--- config.mk ---
export PLATFORM = sky130hd
export DESIGN_NAME = rxsps_scheduler
export DESIGN_NICKNAME = d
export VERILOG_FILES = /design/src/rxsps_scheduler.v
export VERILOG_INCLUDE_DIRS = /design/src
export SDC_FILE = /design/constraint.sdc
export NUM_CORES = 1
export LEC_CHECK = 0
export BUFFER_PORTS_ARGS = -buffer_cell sky130_fd_sc_hd__buf_2
export CAP_MARGIN = 20
export CORE_ASPECT_RATIO = 2
export CORE_MARGIN = 10
export CORE_UTILIZATION = 56
export DETAILED_ROUTE_END_ITERATION = 7
export PLACE_DENSITY_LB_ADDON = 0.15
export SLEW_MARGIN = 10
export SYNTH_ARGS = -nofsm -noshare
export SYNTH_HDL_FRONTEND = slang
export SYNTH_SLANG_ARGS = --single-unit
export TNS_END_PERCENT = 100
--- constraint.sdc ---
create_clock -name mclk -period 2.7 [get_ports mclk]
set_input_delay 0.135 -clock mclk [delete_from_list [all_inputs] [get_ports mclk]]
set_output_delay 0.135 -clock mclk [all_outputs]
set_load 0.01 [all_outputs]
--- src/rxsps_defines.vh ---
// constants of the receiver self-polling scheduler
// assumes inclusion by bare name from the scheduler module and the test bench
//
// What this block does
// permanent search in constant mode restarts the channel sequence, never sleeps early
// after last channel, permanent search restarts at config A channel 1 until on time
// each master period end starts a new polling cycle unless masked
// masking gives M active then N idle master periods in any polling mode
// masking applies only when control bit 2 is set
// mode field 1:0: 00 constant, 01 fast fall back, 10 mixed
// control bit 3 enables permanent wake-up search
// reference tick every 64 clocks times prescale count, zero means 256
// off time is count times reference period, zero means 16384
// off count: low register bits 7:0, high register bits 5:0 give 13:8
// active period field bits 4:0, 1 to 31, zero means 256
// idle period field 8 bits, zero means 256
// fast fall back keeps the config A on timer running after early sleep
// master period is on time followed by off time
// after idle periods, active count restarts and pattern repeats
`ifndef RXSPS_DEFINES_VH
`define RXSPS_DEFINES_VH

`define RXSPS_IDX_MODE_CTRL   8'h00
`define RXSPS_IDX_PRESCALE    8'h08
`define RXSPS_IDX_OFF_LOW     8'h09
`define RXSPS_IDX_OFF_HIGH    8'h0A
`define RXSPS_IDX_ACTIVE_CNT  8'h0B
`define RXSPS_IDX_IDLE_CNT    8'h0C
`define RXSPS_IDX_STATUS      8'h10

`define RXSPS_RST_MODE_CTRL   8'h00
`define RXSPS_RST_PRESCALE    8'h01
`define RXSPS_RST_OFF_LOW     8'h01
`define RXSPS_RST_OFF_HIGH    8'h00
`define RXSPS_RST_ACTIVE_CNT  8'h01
`define RXSPS_RST_IDLE_CNT    8'h01

`define RXSPS_BIT_CONT_SEARCH 3
`define RXSPS_BIT_MASK_EN     2
`define RXSPS_MODE_MSB        1
`define RXSPS_MODE_LSB        0
`define RXSPS_MODE_CONST      2'h0
`define RXSPS_MODE_FFB        2'h1
`define RXSPS_MODE_MIXED      2'h2
`define RXSPS_ACTIVE_MSB      4
`define RXSPS_OFF_HIGH_MSB    5

`define RXSPS_PRE_TICK_LAST   6'h3F
`define RXSPS_COUNT_MAX       9'h100
`define RXSPS_OFF_MAX         15'h4000
`define RXSPS_RESP_OKAY       2'h0
`define RXSPS_RESP_SLVERR     2'h2

`endif

--- src/rxsps_scheduler.v ---
// receiver self-polling scheduler: reference timer, off timer, period masking
// assumes a config A on timer and channel sequencer outside, all on mclk
`include "rxsps_defines.vh"

module rxsps_scheduler
(
  input  wire        mclk,
  input  wire        reset,
  input  wire [7:0]  s_axi_awaddr,
  input  wire        s_axi_awvalid,
  output reg         s_axi_awready,
  input  wire [31:0] s_axi_wdata,
  input  wire [3:0]  s_axi_wstrb,
  input  wire        s_axi_wvalid,
  output reg         s_axi_wready,
  output reg  [1:0]  s_axi_bresp,
  output reg         s_axi_bvalid,
  input  wire        s_axi_bready,
  input  wire [7:0]  s_axi_araddr,
  input  wire        s_axi_arvalid,
  output reg         s_axi_arready,
  output reg  [31:0] s_axi_rdata,
  output reg  [1:0]  s_axi_rresp,
  output reg         s_axi_rvalid,
  input  wire        s_axi_rready,
  input  wire        on_time_done,
  input  wire        last_channel_done,
  input  wire        config_b_active,
  output reg         rx_active_ff,
  output reg         on_timer_start_ff,
  output reg         search_restart_ff,
  output reg         reference_tick_ff,
  output reg         period_active_ff
);

  localparam ST_ON  = 1'b0;
  localparam ST_OFF = 1'b1;

  // register storage
  reg  [7:0]  mode_ctrl_ff;
  reg  [7:0]  prescale_ff;
  reg  [7:0]  off_low_ff;
  reg  [7:0]  off_high_ff;
  reg  [7:0]  active_cnt_ff;
  reg  [7:0]  idle_cnt_ff;

  // bus handshake state
  reg         aw_got_ff;
  reg         w_got_ff;
  reg  [7:0]  aw_addr_ff;
  reg  [31:0] w_data_ff;
  reg  [3:0]  w_strb_ff;

  // timing state
  reg  [5:0]  pre_cnt_ff;
  reg  [8:0]  ref_cnt_ff;
  reg  [14:0] off_cnt_ff;
  reg         state_ff;
  reg  [8:0]  seg_cnt_ff;
  reg         seg_idle_ff;
  reg         mask_en_q_ff;
  reg         first_ff;

  reg  [5:0]  nxt_pre_cnt;
  reg  [8:0]  nxt_ref_cnt;
  reg         nxt_ref_tick;
  reg  [14:0] nxt_off_cnt;
  reg         nxt_state;
  reg  [8:0]  nxt_seg_cnt;
  reg         nxt_seg_idle;
  reg         nxt_period_active;
  reg         nxt_rx_active;
  reg         nxt_on_start;
  reg         nxt_restart;
  reg         period_start;

  wire [1:0]  mode_sel;
  wire        mask_en;
  wire        cont_search;
  wire        do_write;
  wire [7:0]  wr_idx;
  wire [7:0]  rd_idx;
  wire [13:0] off_count;

  // count field of up to 8 bits where zero means 256
  function [8:0] count_of;
    input [7:0] val;
    begin
      if (val == 8'h00)
        count_of = `RXSPS_COUNT_MAX;
      else
        count_of = {1'b0, val};
    end
  endfunction

  // mapped register index check
  function is_mapped;
    input [7:0] idx;
    begin
      case (idx)
        `RXSPS_IDX_MODE_CTRL,
        `RXSPS_IDX_PRESCALE,
        `RXSPS_IDX_OFF_LOW,
        `RXSPS_IDX_OFF_HIGH,
        `RXSPS_IDX_ACTIVE_CNT,
        `RXSPS_IDX_IDLE_CNT,
        `RXSPS_IDX_STATUS:
          is_mapped = 1'b1;
        default:
          is_mapped = 1'b0;
      endcase
    end
  endfunction

  assign mode_sel    = mode_ctrl_ff[`RXSPS_MODE_MSB:`RXSPS_MODE_LSB];
  assign mask_en     = mode_ctrl_ff[`RXSPS_BIT_MASK_EN];
  assign cont_search = mode_ctrl_ff[`RXSPS_BIT_CONT_SEARCH];
  assign off_count   = {off_high_ff[`RXSPS_OFF_HIGH_MSB:0], off_low_ff};
  assign do_write    = aw_got_ff && w_got_ff && !s_axi_bvalid;
  assign wr_idx      = {2'h0, aw_addr_ff[7:2]};
  assign rd_idx      = {2'h0, s_axi_araddr[7:2]};

  // write address and data channels, taken in either order
  always @(posedge mclk)
  begin
    if (reset)
    begin
      aw_got_ff     <= 1'b0;
      w_got_ff      <= 1'b0;
      aw_addr_ff    <= 8'h00;
      w_data_ff     <= 32'h00000000;
      w_strb_ff     <= 4'h0;
      s_axi_awready <= 1'b0;
      s_axi_wready  <= 1'b0;
      s_axi_bvalid  <= 1'b0;
      s_axi_bresp   <= `RXSPS_RESP_OKAY;
    end
    else
    begin
      s_axi_awready <= !aw_got_ff && !(s_axi_awvalid && s_axi_awready) && !s_axi_bvalid;
      s_axi_wready  <= !w_got_ff && !(s_axi_wvalid && s_axi_wready) && !s_axi_bvalid;
      if (s_axi_awvalid && s_axi_awready)
      begin
        aw_got_ff  <= 1'b1;
        aw_addr_ff <= s_axi_awaddr;
      end
      if (s_axi_wvalid && s_axi_wready)
      begin
        w_got_ff  <= 1'b1;
        w_data_ff <= s_axi_wdata;
        w_strb_ff <= s_axi_wstrb;
      end
      if (do_write)
      begin
        s_axi_bvalid <= 1'b1;
        aw_got_ff    <= 1'b0;
        w_got_ff     <= 1'b0;
        if (is_mapped(wr_idx))
          s_axi_bresp <= `RXSPS_RESP_OKAY;
        else
          s_axi_bresp <= `RXSPS_RESP_SLVERR;
      end
      else if (s_axi_bvalid && s_axi_bready)
        s_axi_bvalid <= 1'b0;
    end
  end

  // register writes, low byte lane only
  always @(posedge mclk)
  begin
    if (reset)
    begin
      mode_ctrl_ff  <= `RXSPS_RST_MODE_CTRL;
      prescale_ff   <= `RXSPS_RST_PRESCALE;
      off_low_ff    <= `RXSPS_RST_OFF_LOW;
      off_high_ff   <= `RXSPS_RST_OFF_HIGH;
      active_cnt_ff <= `RXSPS_RST_ACTIVE_CNT;
      idle_cnt_ff   <= `RXSPS_RST_IDLE_CNT;
    end
    else if (do_write && w_strb_ff[0])
    begin
      case (wr_idx)
        `RXSPS_IDX_MODE_CTRL:  mode_ctrl_ff  <= {4'h0, w_data_ff[3:0]};
        `RXSPS_IDX_PRESCALE:   prescale_ff   <= w_data_ff[7:0];
        `RXSPS_IDX_OFF_LOW:    off_low_ff    <= w_data_ff[7:0];
        `RXSPS_IDX_OFF_HIGH:   off_high_ff   <= {2'h0, w_data_ff[5:0]};
        `RXSPS_IDX_ACTIVE_CNT: active_cnt_ff <= {3'h0, w_data_ff[4:0]};
        `RXSPS_IDX_IDLE_CNT:   idle_cnt_ff   <= w_data_ff[7:0];
        default:               mode_ctrl_ff  <= mode_ctrl_ff;
      endcase
    end
  end

  // read channel: setup registers are write-only, status shows the scheduler
  always @(posedge mclk)
  begin
    if (reset)
    begin
      s_axi_arready <= 1'b0;
      s_axi_rvalid  <= 1'b0;
      s_axi_rdata   <= 32'h00000000;
      s_axi_rresp   <= `RXSPS_RESP_OKAY;
    end
    else
    begin
      s_axi_arready <= !s_axi_rvalid && !(s_axi_arvalid && s_axi_arready);
      if (s_axi_arvalid && s_axi_arready)
      begin
        s_axi_rvalid <= 1'b1;
        if (rd_idx == `RXSPS_IDX_STATUS)
          s_axi_rdata <= {24'h000000, seg_cnt_ff[8:0] == 9'h000, 3'h0,
                          seg_idle_ff, state_ff, period_active_ff, rx_active_ff};
        else
          s_axi_rdata <= 32'h00000000;
        if (is_mapped(rd_idx))
          s_axi_rresp <= `RXSPS_RESP_OKAY;
        else
          s_axi_rresp <= `RXSPS_RESP_SLVERR;
      end
      else if (s_axi_rvalid && s_axi_rready)
        s_axi_rvalid <= 1'b0;
    end
  end

  // reference timer: 64-clock prescaler then programmed count
  always @*
  begin
    nxt_ref_tick = 1'b0;
    nxt_ref_cnt  = ref_cnt_ff;
    if (pre_cnt_ff == `RXSPS_PRE_TICK_LAST)
      nxt_pre_cnt = 6'h00;
    else
      nxt_pre_cnt = pre_cnt_ff + 6'h01;
    if (pre_cnt_ff == `RXSPS_PRE_TICK_LAST)
    begin
      if (ref_cnt_ff + 9'h001 >= count_of(prescale_ff))
      begin
        nxt_ref_cnt  = 9'h000;
        nxt_ref_tick = 1'b1;
      end
      else
        nxt_ref_cnt = ref_cnt_ff + 9'h001;
    end
  end

  // master period sequencing and masking
  always @*
  begin
    nxt_state         = state_ff;
    nxt_off_cnt       = off_cnt_ff;
    nxt_seg_cnt       = seg_cnt_ff;
    nxt_seg_idle      = seg_idle_ff;
    nxt_period_active = period_active_ff;
    nxt_rx_active     = rx_active_ff;
    nxt_on_start      = 1'b0;
    nxt_restart       = 1'b0;
    period_start      = first_ff;
    case (state_ff)
      ST_ON:
      begin
        if (on_time_done)
        begin
          nxt_state     = ST_OFF;
          nxt_rx_active = 1'b0;
          nxt_off_cnt   = (off_count == 14'h0000) ? `RXSPS_OFF_MAX : {1'b0, off_count};
        end
        else if (last_channel_done && rx_active_ff)
        begin
          if (mode_sel == `RXSPS_MODE_CONST && cont_search)
            nxt_restart = 1'b1;
          else if (mode_sel == `RXSPS_MODE_FFB ||
                   (mode_sel == `RXSPS_MODE_MIXED && config_b_active))
            nxt_rx_active = 1'b0;
        end
      end
      ST_OFF:
      begin
        if (reference_tick_ff)
        begin
          if (off_cnt_ff == 15'h0001)
            period_start = 1'b1;
          else
            nxt_off_cnt = off_cnt_ff - 15'h0001;
        end
      end
      default:
        nxt_state = ST_ON;
    endcase
    if (period_start)
    begin
      nxt_state    = ST_ON;
      nxt_on_start = 1'b1;
      if (!mask_en || !mask_en_q_ff)
      begin
        nxt_seg_idle      = 1'b0;
        nxt_period_active = 1'b1;
        nxt_seg_cnt       = count_of({3'h0, active_cnt_ff[`RXSPS_ACTIVE_MSB:0]}) - 9'h001;
      end
      else if (seg_cnt_ff == 9'h000)
      begin
        nxt_seg_idle      = !seg_idle_ff;
        nxt_period_active = seg_idle_ff;
        if (seg_idle_ff)
          nxt_seg_cnt = count_of({3'h0, active_cnt_ff[`RXSPS_ACTIVE_MSB:0]}) - 9'h001;
        else
          nxt_seg_cnt = count_of(idle_cnt_ff) - 9'h001;
      end
      else
      begin
        nxt_seg_cnt       = seg_cnt_ff - 9'h001;
        nxt_period_active = !seg_idle_ff;
      end
      nxt_rx_active = nxt_period_active;
    end
  end

  always @(posedge mclk)
  begin
    if (reset)
    begin
      pre_cnt_ff        <= 6'h00;
      ref_cnt_ff        <= 9'h000;
      reference_tick_ff <= 1'b0;
      off_cnt_ff        <= 15'h0000;
      state_ff          <= ST_OFF;
      seg_cnt_ff        <= 9'h000;
      seg_idle_ff       <= 1'b0;
      mask_en_q_ff      <= 1'b0;
      first_ff          <= 1'b1;
      period_active_ff  <= 1'b0;
      rx_active_ff      <= 1'b0;
      on_timer_start_ff <= 1'b0;
      search_restart_ff <= 1'b0;
    end
    else
    begin
      pre_cnt_ff        <= nxt_pre_cnt;
      ref_cnt_ff        <= nxt_ref_cnt;
      reference_tick_ff <= nxt_ref_tick;
      off_cnt_ff        <= nxt_off_cnt;
      state_ff          <= nxt_state;
      seg_cnt_ff        <= nxt_seg_cnt;
      seg_idle_ff       <= nxt_seg_idle;
      first_ff          <= 1'b0;
      period_active_ff  <= nxt_period_active;
      rx_active_ff      <= nxt_rx_active;
      on_timer_start_ff <= nxt_on_start;
      search_restart_ff <= nxt_restart;
      if (period_start)
        mask_en_q_ff <= mask_en;
    end
  end

endmodule

=== Word-level counts from Yosys, hierarchy flattened ===
Index checks and enable logic that the tools add are counted.
W data, S select, Z words.

* Bits in registers: 147
* Output and inout bits: 46
* Input port bits: 62

* Eq/ne operators: 21
* Muxes and demuxes: 56
* Magnitude comparators: 1
* Bitwise logic cells: 3
* $add $sub $neg: 7
* Reductions and logical operators: 56

{| class="wikitable"
|+ Operator list
! cell !! count
|-
| $mux W9 || 18
|-
| $eq A6 B4 Y1 const B || 10
|-
| $mux W15 || 4
|-
| $sub A9 B1 Y9 const B || 4
|-
| $logic_not A8 Y1 || 4
|-
| $mux W1 || 30
|-
| $pmux W15 S2 || 1
|-
| $logic_and A1 B1 Y1 || 16
|-
| $eq A15 B1 Y1 const B || 1
|-
| $sub A15 B1 Y15 const B || 1
|-
| $logic_not A14 Y1 || 1
|-
| $reduce_and A2 Y1 || 7
|-
| $reduce_or A7 Y1 || 2
|-
| $eq A6 B5 Y1 const B || 2
|-
| $logic_not A1 Y1 || 10
|-
| $add A9 B1 Y9 const B || 1
|-
| $ge A9 B9 Y1 || 1
|-
| $logic_not A9 Y1 || 1
|-
| $mux W8 || 1
|-
| $add A6 B1 Y6 const B || 1
|-
| $eq A6 B6 Y1 const B || 1
|-
| $ne A2 B2 Y1 const B || 3
|-
| $reduce_bool A2 Y1 || 3
|-
| $reduce_bool A3 Y1 || 2
|-
| 13 further kinds || 19
|}

=== Longest topological paths before layout ===
Gate-level depths: netlist of the first run.

* Depth in word-level cells: 10
* Mapped depth: 10

=== Worst setup path after synthesis of the first run ===
Ideal clock, no wire load.

* Kind: reg-to-reg
* From: register ref_cnt_ff[0]
* To: register ref_cnt_ff[2]
* Cell stages (with the launch flop): 11
* Library setup time: 0.063 ns
* Path buffers: 0
* Data arrival time: 2.310 ns
* Setup slack: 0.327 ns
* Period minus slack after synthesis: 2.373 ns
* Cells stage by stage: dfxtp_1 ha_1 nand3_1 nor2_1 xor2_1 ha_1 a21o_1 a221oi_1 o22ai_1 nor2_1 a32o_1

* Word-level cells in the longest chain between the ends: 3

{| class="wikitable"
|+ RTL lines
! item !! line !! RTL
|-
| from (decl) || rxsps_scheduler.v:56 || <nowiki>reg [8:0] ref_cnt_ff;</nowiki>
|-
| from (signal assigned) || rxsps_scheduler.v:338 || <nowiki>ref_cnt_ff <= nxt_ref_cnt;</nowiki>
|-
| $add A9 B1 Y9 (*) || rxsps_scheduler.v:236, rxsps_scheduler.v:242 ||
|-
| $ge A9 B9 Y1 || rxsps_scheduler.v:236 || <nowiki>if (ref_cnt_ff + 9'h001 >= count_of(prescale_ff))</nowiki>
|-
| $mux W9 (*) || rxsps_scheduler.v:236 ||
|}

Mark *: on every way between the ends. The rest lies on a longest branch, timed or not.
A chain may end at the register's enable or synchronous reset.

=== Worst setup path after layout of the first run ===
* From: register ref_cnt_ff[0]
* To: register ref_cnt_ff[1]

Same word-level chain as after synthesis.

==> run_results.csv, run 1 <==
group,metric,value,unit
clock_tree,insertion_delay,0.41,ns
routing,wl,15600,microns
clock_tree,numCtsBuffers,17,
worst_setup_path,cp_data_required_time,3.04,ns
synth,synth.ff_latch_count,116,
worst_setup_path,setup.worst_path.end_class,"flip-flop",
final_layout,drive_gt1_share,14.0,%
sta,skew,0.00797,ns
synth,ys.flop_type,"dfxtp_1",
sta,hold_viol_final,0,
sta,finalCritPeriodShare,92.9,%
power,switching_power,1.16,mW
synth,seq_area_frac_synth,39.4,%
floorplanning,initial_utilization,56.6,%
routing,drc,0,
sta,setup_tns,0,ns
global_routing,grt_pass1_wl,25400,microns
global_routing,grtUsageTotal,20.9,%
power,vdd_drop_max,0.487,mV
routing,wl_per_cell,17.5,microns
sta,period_minus_slack,2.51,ns
sta,setup_viol,0,
clock_tree,cts_tree,"done",
synth,yosys.area_share.simple,22.4,%
synth,synth_area_leader_cell,"dfxtp_1",
worst_setup_path,crit_arrival,2.85,ns
final_layout,seq_area,2320,sq um
synth,synthAdderAreaFrac,3.61,%
power,p_clk_share,50.5,%
routing,vias,5180,
sta,rsz0062_at_grt,"false",
final_layout,n_fill_cell,869,
sta,drv_slew,0,
synth,synth_warnings,0,
power,p_int,3.52,mW
place,gp_congestion,0.899,
final_layout,area_delta_synth_final,17.2,%
synth,synthCells,682,
place,numPortBuffers,47,
worst_setup_path,critical_path_class,"flip-flop to flip-flop",
global_routing,grt_overflow_total,0,
worst_setup_path,cp_max_fo,5,
final_layout,nNetsFinal,818,
routing,dr.pass1.iters,7,
sta,slew_headroom,39.1,%
global_routing,antenna_found_initial,1,
synth,async_reset_ff_share,0,%
place,placed_area,6080,sq um
clock_tree,cts-root-buf,"clkbuf_16",
synth,synth_xor_area_share,2.97,%
synth,synthMuxAreaShare,7.33,%
synth,synth_top_family_by_area,"simple AND/OR/NAND/NOR gates",
worst_setup_path,crit_chain,"buf_4 -> and3_1 -> nand3_2 -> nor2_2 -> xor2_1 -> ha_1 -> and3_1 -> a221oi_2 -> o22ai_1 -> or3_1 -> o21ai_0",
power,powerDensity,677,nW/um^2
clock_tree,postCtsSetupRepairBufs,0,
power,comb_power_share,10.1,%
sta,tightest_slew,0.909,ns
clock_tree,htreeDepth,4,
floorplanning,die_width,92.5,microns
synth,synth_cell_type_count,74,
clock_tree,cts_buffer_depth,2,
synth,synth.area.top_cells,"dfxtp_1 39%, mux2i_1 7.1%, nor2_1 5.4%, nand2_1 4.3%, a21oi_1 3.8%",
worst_setup_path,cp_slowest_cell,"dfxtp_1",
floorplanning,core,10400,sq um
routing,drt_iter0_drc,505,
routing,viasPerCell,5.82,
floorplanning,num_rows,53,
floorplanning,die_area,15300,sq um
power,p_leak,2.87,nW
floorplanning,io_pins,108,
worst_setup_path,crit_path_max_incr_delay,0.35,ns
final_layout,multi_input_area,3230,sq um
final_layout,fin_util,66.3,%
final_layout,design_area,6910,sq um
clock_tree,clock_sink_count,116,
place,placedCellCount,840,
final_layout,layout.cells.non_filler,890,
sta,fmax,399,MHz
power,p_sw_share,24.7,%
worst_setup_path,crit_top_cell,"and3_1",
synth,synth_area_per_cell,8.64,sq um
clock_tree,clkTransAtPathRegs,0.05,ns
synth,synth_compound_area_share,16.2,%
power,p_seq_share,39.4,%
place,dp_hpwl,11400,microns
min_path,hold_path.class,"input port to flip-flop",
synth,synth_commonest_cells,"116 x dfxtp_1, 85 x nor2_1, 68 x nand2_1, 45 x a21oi_1, 42 x mux2i_1",
sta,hold_ws,0.0104,ns
synth,synth_most_common_cell,"dfxtp_1",
floorplanning,die_y,165,microns
outcome,status,"finished, final reports clean",
worst_setup_path,startpoint_type,"flip-flop",
job,cap_violations,0,
global_routing,first_global_vias,5276,
global_routing,grt_start_max_net_pins,50,
synth,yosys.area.top_type_share,39.4,%
synth,syn-cell-area,5890,sq um
synth,synth_edf_count,0,
routing,drtAntennaViolNets,0,
layout make-up:
class                   count  area share [%]
flip-flops and latches    116            33.6
repair buffers             70            6.52
clock buffers              19            6.41
multi-input cells         506            46.7
diodes                      1          0.0362
clock inverters            13            2.65
inverters                  28            1.52
well taps                 137            2.48
stage by stage:
stage | total power, mW | worst slack [ns]
after floorplan | 2.23 | 0.327
after global placement | 2.30 | 0.138
after detailed placement | 2.32 | 0.0658
after CTS | 4.69 | 0.0428
after global routing | 4.84 | 0.0291
final | 4.67 | 0.192
worst max-delay path: cells and delay by family, from the launching register on:
family | cells | cell delay [ns]
compound gates | 3 | 0.49
xor+xnor | 1 | 0.20
fa+ha+maj | 1 | 0.29
flops | 1 | 0.35
buf+inv | 1 | 0.14
simple gates | 5 | 0.96
cell usage in the layout (no fill, tap or decap), drive strengths merged, types with 10 or more instances in the layout:
cell / n
dfxtp: 116
nor2: 86
nand2: 69
buf: 53
a21oi: 45
mux2i: 42
conb: 29
inv: 27
o21ai: 23
nand3: 20
clkbuf: 19
ha: 17
dlygate4sd3: 17
nor4: 15
xnor2: 12
nor3: 10
per-layer routing:
metal | global-route usage, % | wire [microns]
met1 | 19.2 | 5330
met2 | 39.8 | 8910
met3 | 4.69 | 578
met4 | 13.0 | 784
met5 | 0 | 0
cells by family (layout without fill, tap and decap cells):
| family | count (synthesis) | after routing |
|---|---|---|
| compound gates | 142 | 142 |
| xor+xnor | 20 | 20 |
| fa+ha+maj | 17 | 17 |
| buf+inv | 88 | 130 |
| flops | 116 | 116 |
| mux | 43 | 43 |
| other cells | 1 | 30 |
| simple gates | 255 | 255 |
timing repair:
| item | in CTS | in global routing |
|---|---|---|
| hold endpoints to repair | 17 | 0 |
| hold buffers | 17 | 0 |
| resized for setup | 0 | 6 |
| endpoints found under the setup margin | 0 | 9 |
state kept, by name, indices dropped and copies added, names as in the netlist, 6 cells and up:
| register | flops |
|---|---|
| aw_addr_ff | 6 |
| idle_cnt_ff | 8 |
| off_cnt_ff | 15 |
| off_high_ff | 6 |
| off_low_ff | 8 |
| pre_cnt_ff | 6 |
| prescale_ff | 8 |
| ref_cnt_ff | 9 |
| seg_cnt_ff | 9 |
| w_data_ff | 8 |
power by group through the flow:
stage          Clock (mW)  Combinational, mW  Sequential, mW
6_report             2.36              0.472            1.84
5_1_grt              2.46              0.525            1.85
4_1_cts              2.39              0.463            1.84
3_5_place_dp            0              0.441            1.88
3_3_place_gp            0              0.430            1.87
2_1_floorplan           0              0.374            1.85
path summary, 6_finish.rpt:
kind | start | to | slack (ns) | cells past startpoint
max | ref_cnt_ff[0]$_SDFFE_PP0N_ | ref_cnt_ff[1]$_SDFFE_PP0N_ | 0.19 | 11
min | s_axi_bready | s_axi_bvalid$_SDFFE_PP0P_ | 0.01 | 3
max reg2reg | ref_cnt_ff[0]$_SDFFE_PP0N_ | ref_cnt_ff[1]$_SDFFE_PP0N_ | 0.19 | 11
min reg2reg | s_axi_rvalid$_SDFFE_PP0P_ | s_axi_arready$_SDFF_PP0_ | 0.44 | 1
Note: power is estimated with default switching activity, not from simulation.
==> run 2, diff against run 1 <==
--- a/config.mk
+++ b/config.mk
@@ -10,10 +10,11 @@
 export CAP_MARGIN = 20
 export CORE_ASPECT_RATIO = 2
 export CORE_MARGIN = 10
-export CORE_UTILIZATION = 56
+export CORE_UTILIZATION = 40
+export CTS_BUF_LIST = sky130_fd_sc_hd__clkbuf_4 sky130_fd_sc_hd__clkbuf_8 sky130_fd_sc_hd__clkbuf_16
 export DETAILED_ROUTE_END_ITERATION = 7
 export PLACE_DENSITY_LB_ADDON = 0.15
-export SLEW_MARGIN = 10
+export SLEW_MARGIN = 20
 export SYNTH_ARGS = -nofsm -noshare
 export SYNTH_HDL_FRONTEND = slang
 export SYNTH_SLANG_ARGS = --single-unit
==> run 2 against run 1 <==
Via count decreased by 2.3%. Count of clock-buffer cells in the layout is the same. Register-to-register slack got worse by 0.03 ns. Combinational power is essentially flat. Final cell count rose by 6.2%. Routed wire length grew 2.6%. Power is 1.6% lower. Sequential share of layout area down 0.26 points. Critical path depth decreased by 1. First-iteration DRC count down 49%. Non-clock buffer count is 1 higher. Final area grew 0.78%. Critical endpoint unchanged.
==> run_results.csv, run 2 (synthesis gave the netlist of run 1 again) <==
group,metric,value,unit
place,placedCellCount,895,
min_path,hp-start,"last_channel_done",
sta,rsz0062_at_grt,"false",
sta,hold_viol_final,0,
clock_tree,htreeDepth,4,
routing,dr.pass1.iters,5,
place,dp_slack,0.104,ns
sta,setup_viol,0,
floorplanning,die_y,192,microns
clock_tree,cts_buffer_depth,2,
clock_tree,clkTransAtPathRegs,0.05,ns
clock_tree,clock_sink_count,116,
min_path,holdPathEnd,"search_restart_ff$_SDFF_PP0_",
routing,wl,16000,microns
place,placed_area,6150,sq um
routing,wl_met1,5760,microns
worst_setup_path,r2r-start,"ref_cnt_ff[1]$_SDFFE_PP0N_",
final_layout,design_area,6960,sq um
global_routing,first_global_vias,5264,
job,cap_violations,0,
routing,drc,0,
floorplanning,initial_utilization,40.8,%
routing,met3_length,554,microns
power,p_clk_share,49.7,%
final_layout,layout_common_cells,"116 x dfxtp_1, 84 x nor2_1, 68 x nand2_1, 47 x buf_2, 45 x a21oi_1",
worst_setup_path,rr_worst_depth,10,
power,p_leak,2.86,nW
routing,viasPerCell,5.36,
clock_tree,insertion_delay,0.41,ns
routing,drt_iter0_drc,256,
sta,fmax,394,MHz
power,p_seq_share,40.0,%
worst_setup_path,crit_top_cell,"ha_1",
final_layout,area_delta_synth_final,18.1,%
power,vdd_drop_max,0.478,mV
global_routing,grt_overflow_total,0,
floorplanning,core,14400,sq um
floorplanning,num_rows,62,
worst_setup_path,crit_arrival,2.87,ns
worst_setup_path,critical_path_class,"flip-flop to flip-flop",
final_layout,multi_input_area,3230,sq um
routing,wl_met2,9140,microns
power,p_sw_share,25.3,%
sta,tightest_slew,0.893,ns
floorplanning,die_area,20300,sq um
floorplanning,die_width,106,microns
global_routing,antenna_found_initial,0,
worst_setup_path,cp_top_family,"compound AO/OA/AOI/OAI gates",
final_layout,final_common_cell,"dfxtp_1",
place,gp_congestion,0.966,
final_layout,nNetsFinal,819,
min_path,whs_path_depth,3,
global_routing,grt_start_max_net_pins,50,
sta,period_minus_slack,2.54,ns
worst_setup_path,crit_path_max_incr_delay,0.38,ns
sta,finalCritPeriodShare,94.1,%
sta,slew_headroom,40.2,%
final_layout,layout.cells.non_filler,945,
worst_setup_path,cp_max_fo,4,
sta,drv_slew,0,
worst_setup_path,crit_chain,"ha_1 -> nand3_1 -> nor2_4 -> xor2_2 -> ha_1 -> a21o_1 -> a221oi_2 -> o22ai_1 -> or3_1 -> o21ai_0",
power,switching_power,1.17,mW
floorplanning,io_pins,108,
worst_setup_path,ff2ff_setup_slack,0.16,ns
clock_tree,cts_tree,"done",
outcome,status,"finished, final reports clean",
routing,highest_layer,"met4",
worst_setup_path,startpoint_type,"flip-flop",
worst_setup_path,cp_data_required_time,3.03,ns
final_layout,top_register,"off_cnt_ff",
sta,setup_tns,0,ns
power,comb_power_share,10.3,%
global_routing,grtUsageTotal,15.9,%
worst_setup_path,cp_slowest_cell,"dfxtp_1",
routing,vias,5062,
worst_setup_path,setup.worst_path.end_class,"flip-flop",
final_layout,antennaDiodeCount,0,
power,p_int,3.44,mW
place,numPortBuffers,47,
place,dp_hpwl,11700,microns
final_layout,seq_area,2320,sq um
worst_setup_path,cp_num_buf_inv,0,
final_layout,largest_reg_flops,15,
worst_setup_path,rr_endpoint,"ref_cnt_ff[1]$_SDFFE_PP0N_",
routing,drtAntennaViolNets,0,
sta,skew,0.00744,ns
clock_tree,numCtsBuffers,17,
sta,setup_slack,0.160,ns
final_layout,biggestRegsByFlops,"off_cnt_ff: 15 flops, ref_cnt_ff: 9 flops, seg_cnt_ff: 9 flops",
clock_tree,cts-root-buf,"clkbuf_16",
final_layout,n_fill_cell,1421,
power,powerDensity,661,nW/um^2
routing,wl_per_cell,17.0,microns
final_layout,drive_gt1_share,13.8,%
min_path,hold_path.class,"input port to flip-flop",
global_routing,grt_pass1_wl,26100,microns
[run 2: cell types whose count changed in the layout (fill, tap and decap cells not counted)]
cell	delta
bufinv_16	-1
clkbuf_1	-1
clkbuf_4	+1
clkinv_4	-1
clkinvlp_4	+2
diode_2	-1
dlygate4sd3_1	+1
nand3_1	+1
nand3_2	-1
nor2_1	+1
nor2_2	-2
nor2_4	+1
o21ai_0	+1
o21ai_1	-1
[run 2: power by group through the flow]
stage	logic (mW)	registers, mW	clock network, mW
after floorplan	0.374	1.85	0
after global placement	0.440	1.87	0
after detailed placement	0.448	1.88	0
after CTS	0.471	1.84	2.33
after global routing	0.531	1.85	2.40
final	0.475	1.84	2.29
[run 2: area by class of cell]
class                   instances  area share, %
multi-input cells             506           46.4
flip-flops and latches        116           33.4
repair buffers                 71           6.62
clock buffers                  19           6.42
well taps                     192           3.45
clock inverters                13           2.28
inverters                      28           1.51
[run 2: metal layers]
layer / track usage, % / vias to the layer above
li1: - / 2493
met1: 14.9 / 2403
met2: 30.9 / 127
met3: 3.12 / 39
met4: 8.38 / 0
met5: 0 / -
[run 2: how the worst max path moves through the flow]
stage                                    start                          to  slack, ns  depth (start not counted)
floorplan           ref_cnt_ff[0]$_SDFFE_PP0N_  ref_cnt_ff[2]$_SDFFE_PP0N_       0.33                         10
global placement    ref_cnt_ff[1]$_SDFFE_PP0N_  ref_cnt_ff[1]$_SDFFE_PP0N_       0.14                         10
detailed placement  ref_cnt_ff[1]$_SDFFE_PP0N_  ref_cnt_ff[1]$_SDFFE_PP0N_       0.10                         10
CTS                 ref_cnt_ff[1]$_SDFFE_PP0N_  ref_cnt_ff[1]$_SDFFE_PP0N_       0.09                         10
global route        ref_cnt_ff[0]$_SDFFE_PP0N_  ref_cnt_ff[1]$_SDFFE_PP0N_      0.005                         11
finish              ref_cnt_ff[1]$_SDFFE_PP0N_  ref_cnt_ff[1]$_SDFFE_PP0N_       0.16                         10
[run 2: tightest hold or removal path, delay by kind of cell]
family | cells | cell delay [ns]
simple gates | 2 | 0.14
buf+inv | 1 | 0.11
[run 2: repair_timing]
action,in CTS,in global routing
gates resized for setup,0,4
setup endpoints to repair,0,9
endpoints found under the hold margin,18,0
setup buffers,0,0
hold buffers,18,0
[run 2: through the flow]
| step | util, % | hold WS, ns | total power [mW] |
|---|---|---|---|
| 3_3_place_gp | 42.6 | 0.353 | 2.31 |
| 6_report | 48.2 | 0.0230 | 4.60 |
| 5_1_grt | 48.2 | 0.0316 | 4.78 |
| 3_5_place_dp | 42.6 | 0.354 | 2.33 |
| 4_1_cts | 48.1 | 0.00993 | 4.64 |
| 2_1_floorplan | - | 0.163 | 2.23 |
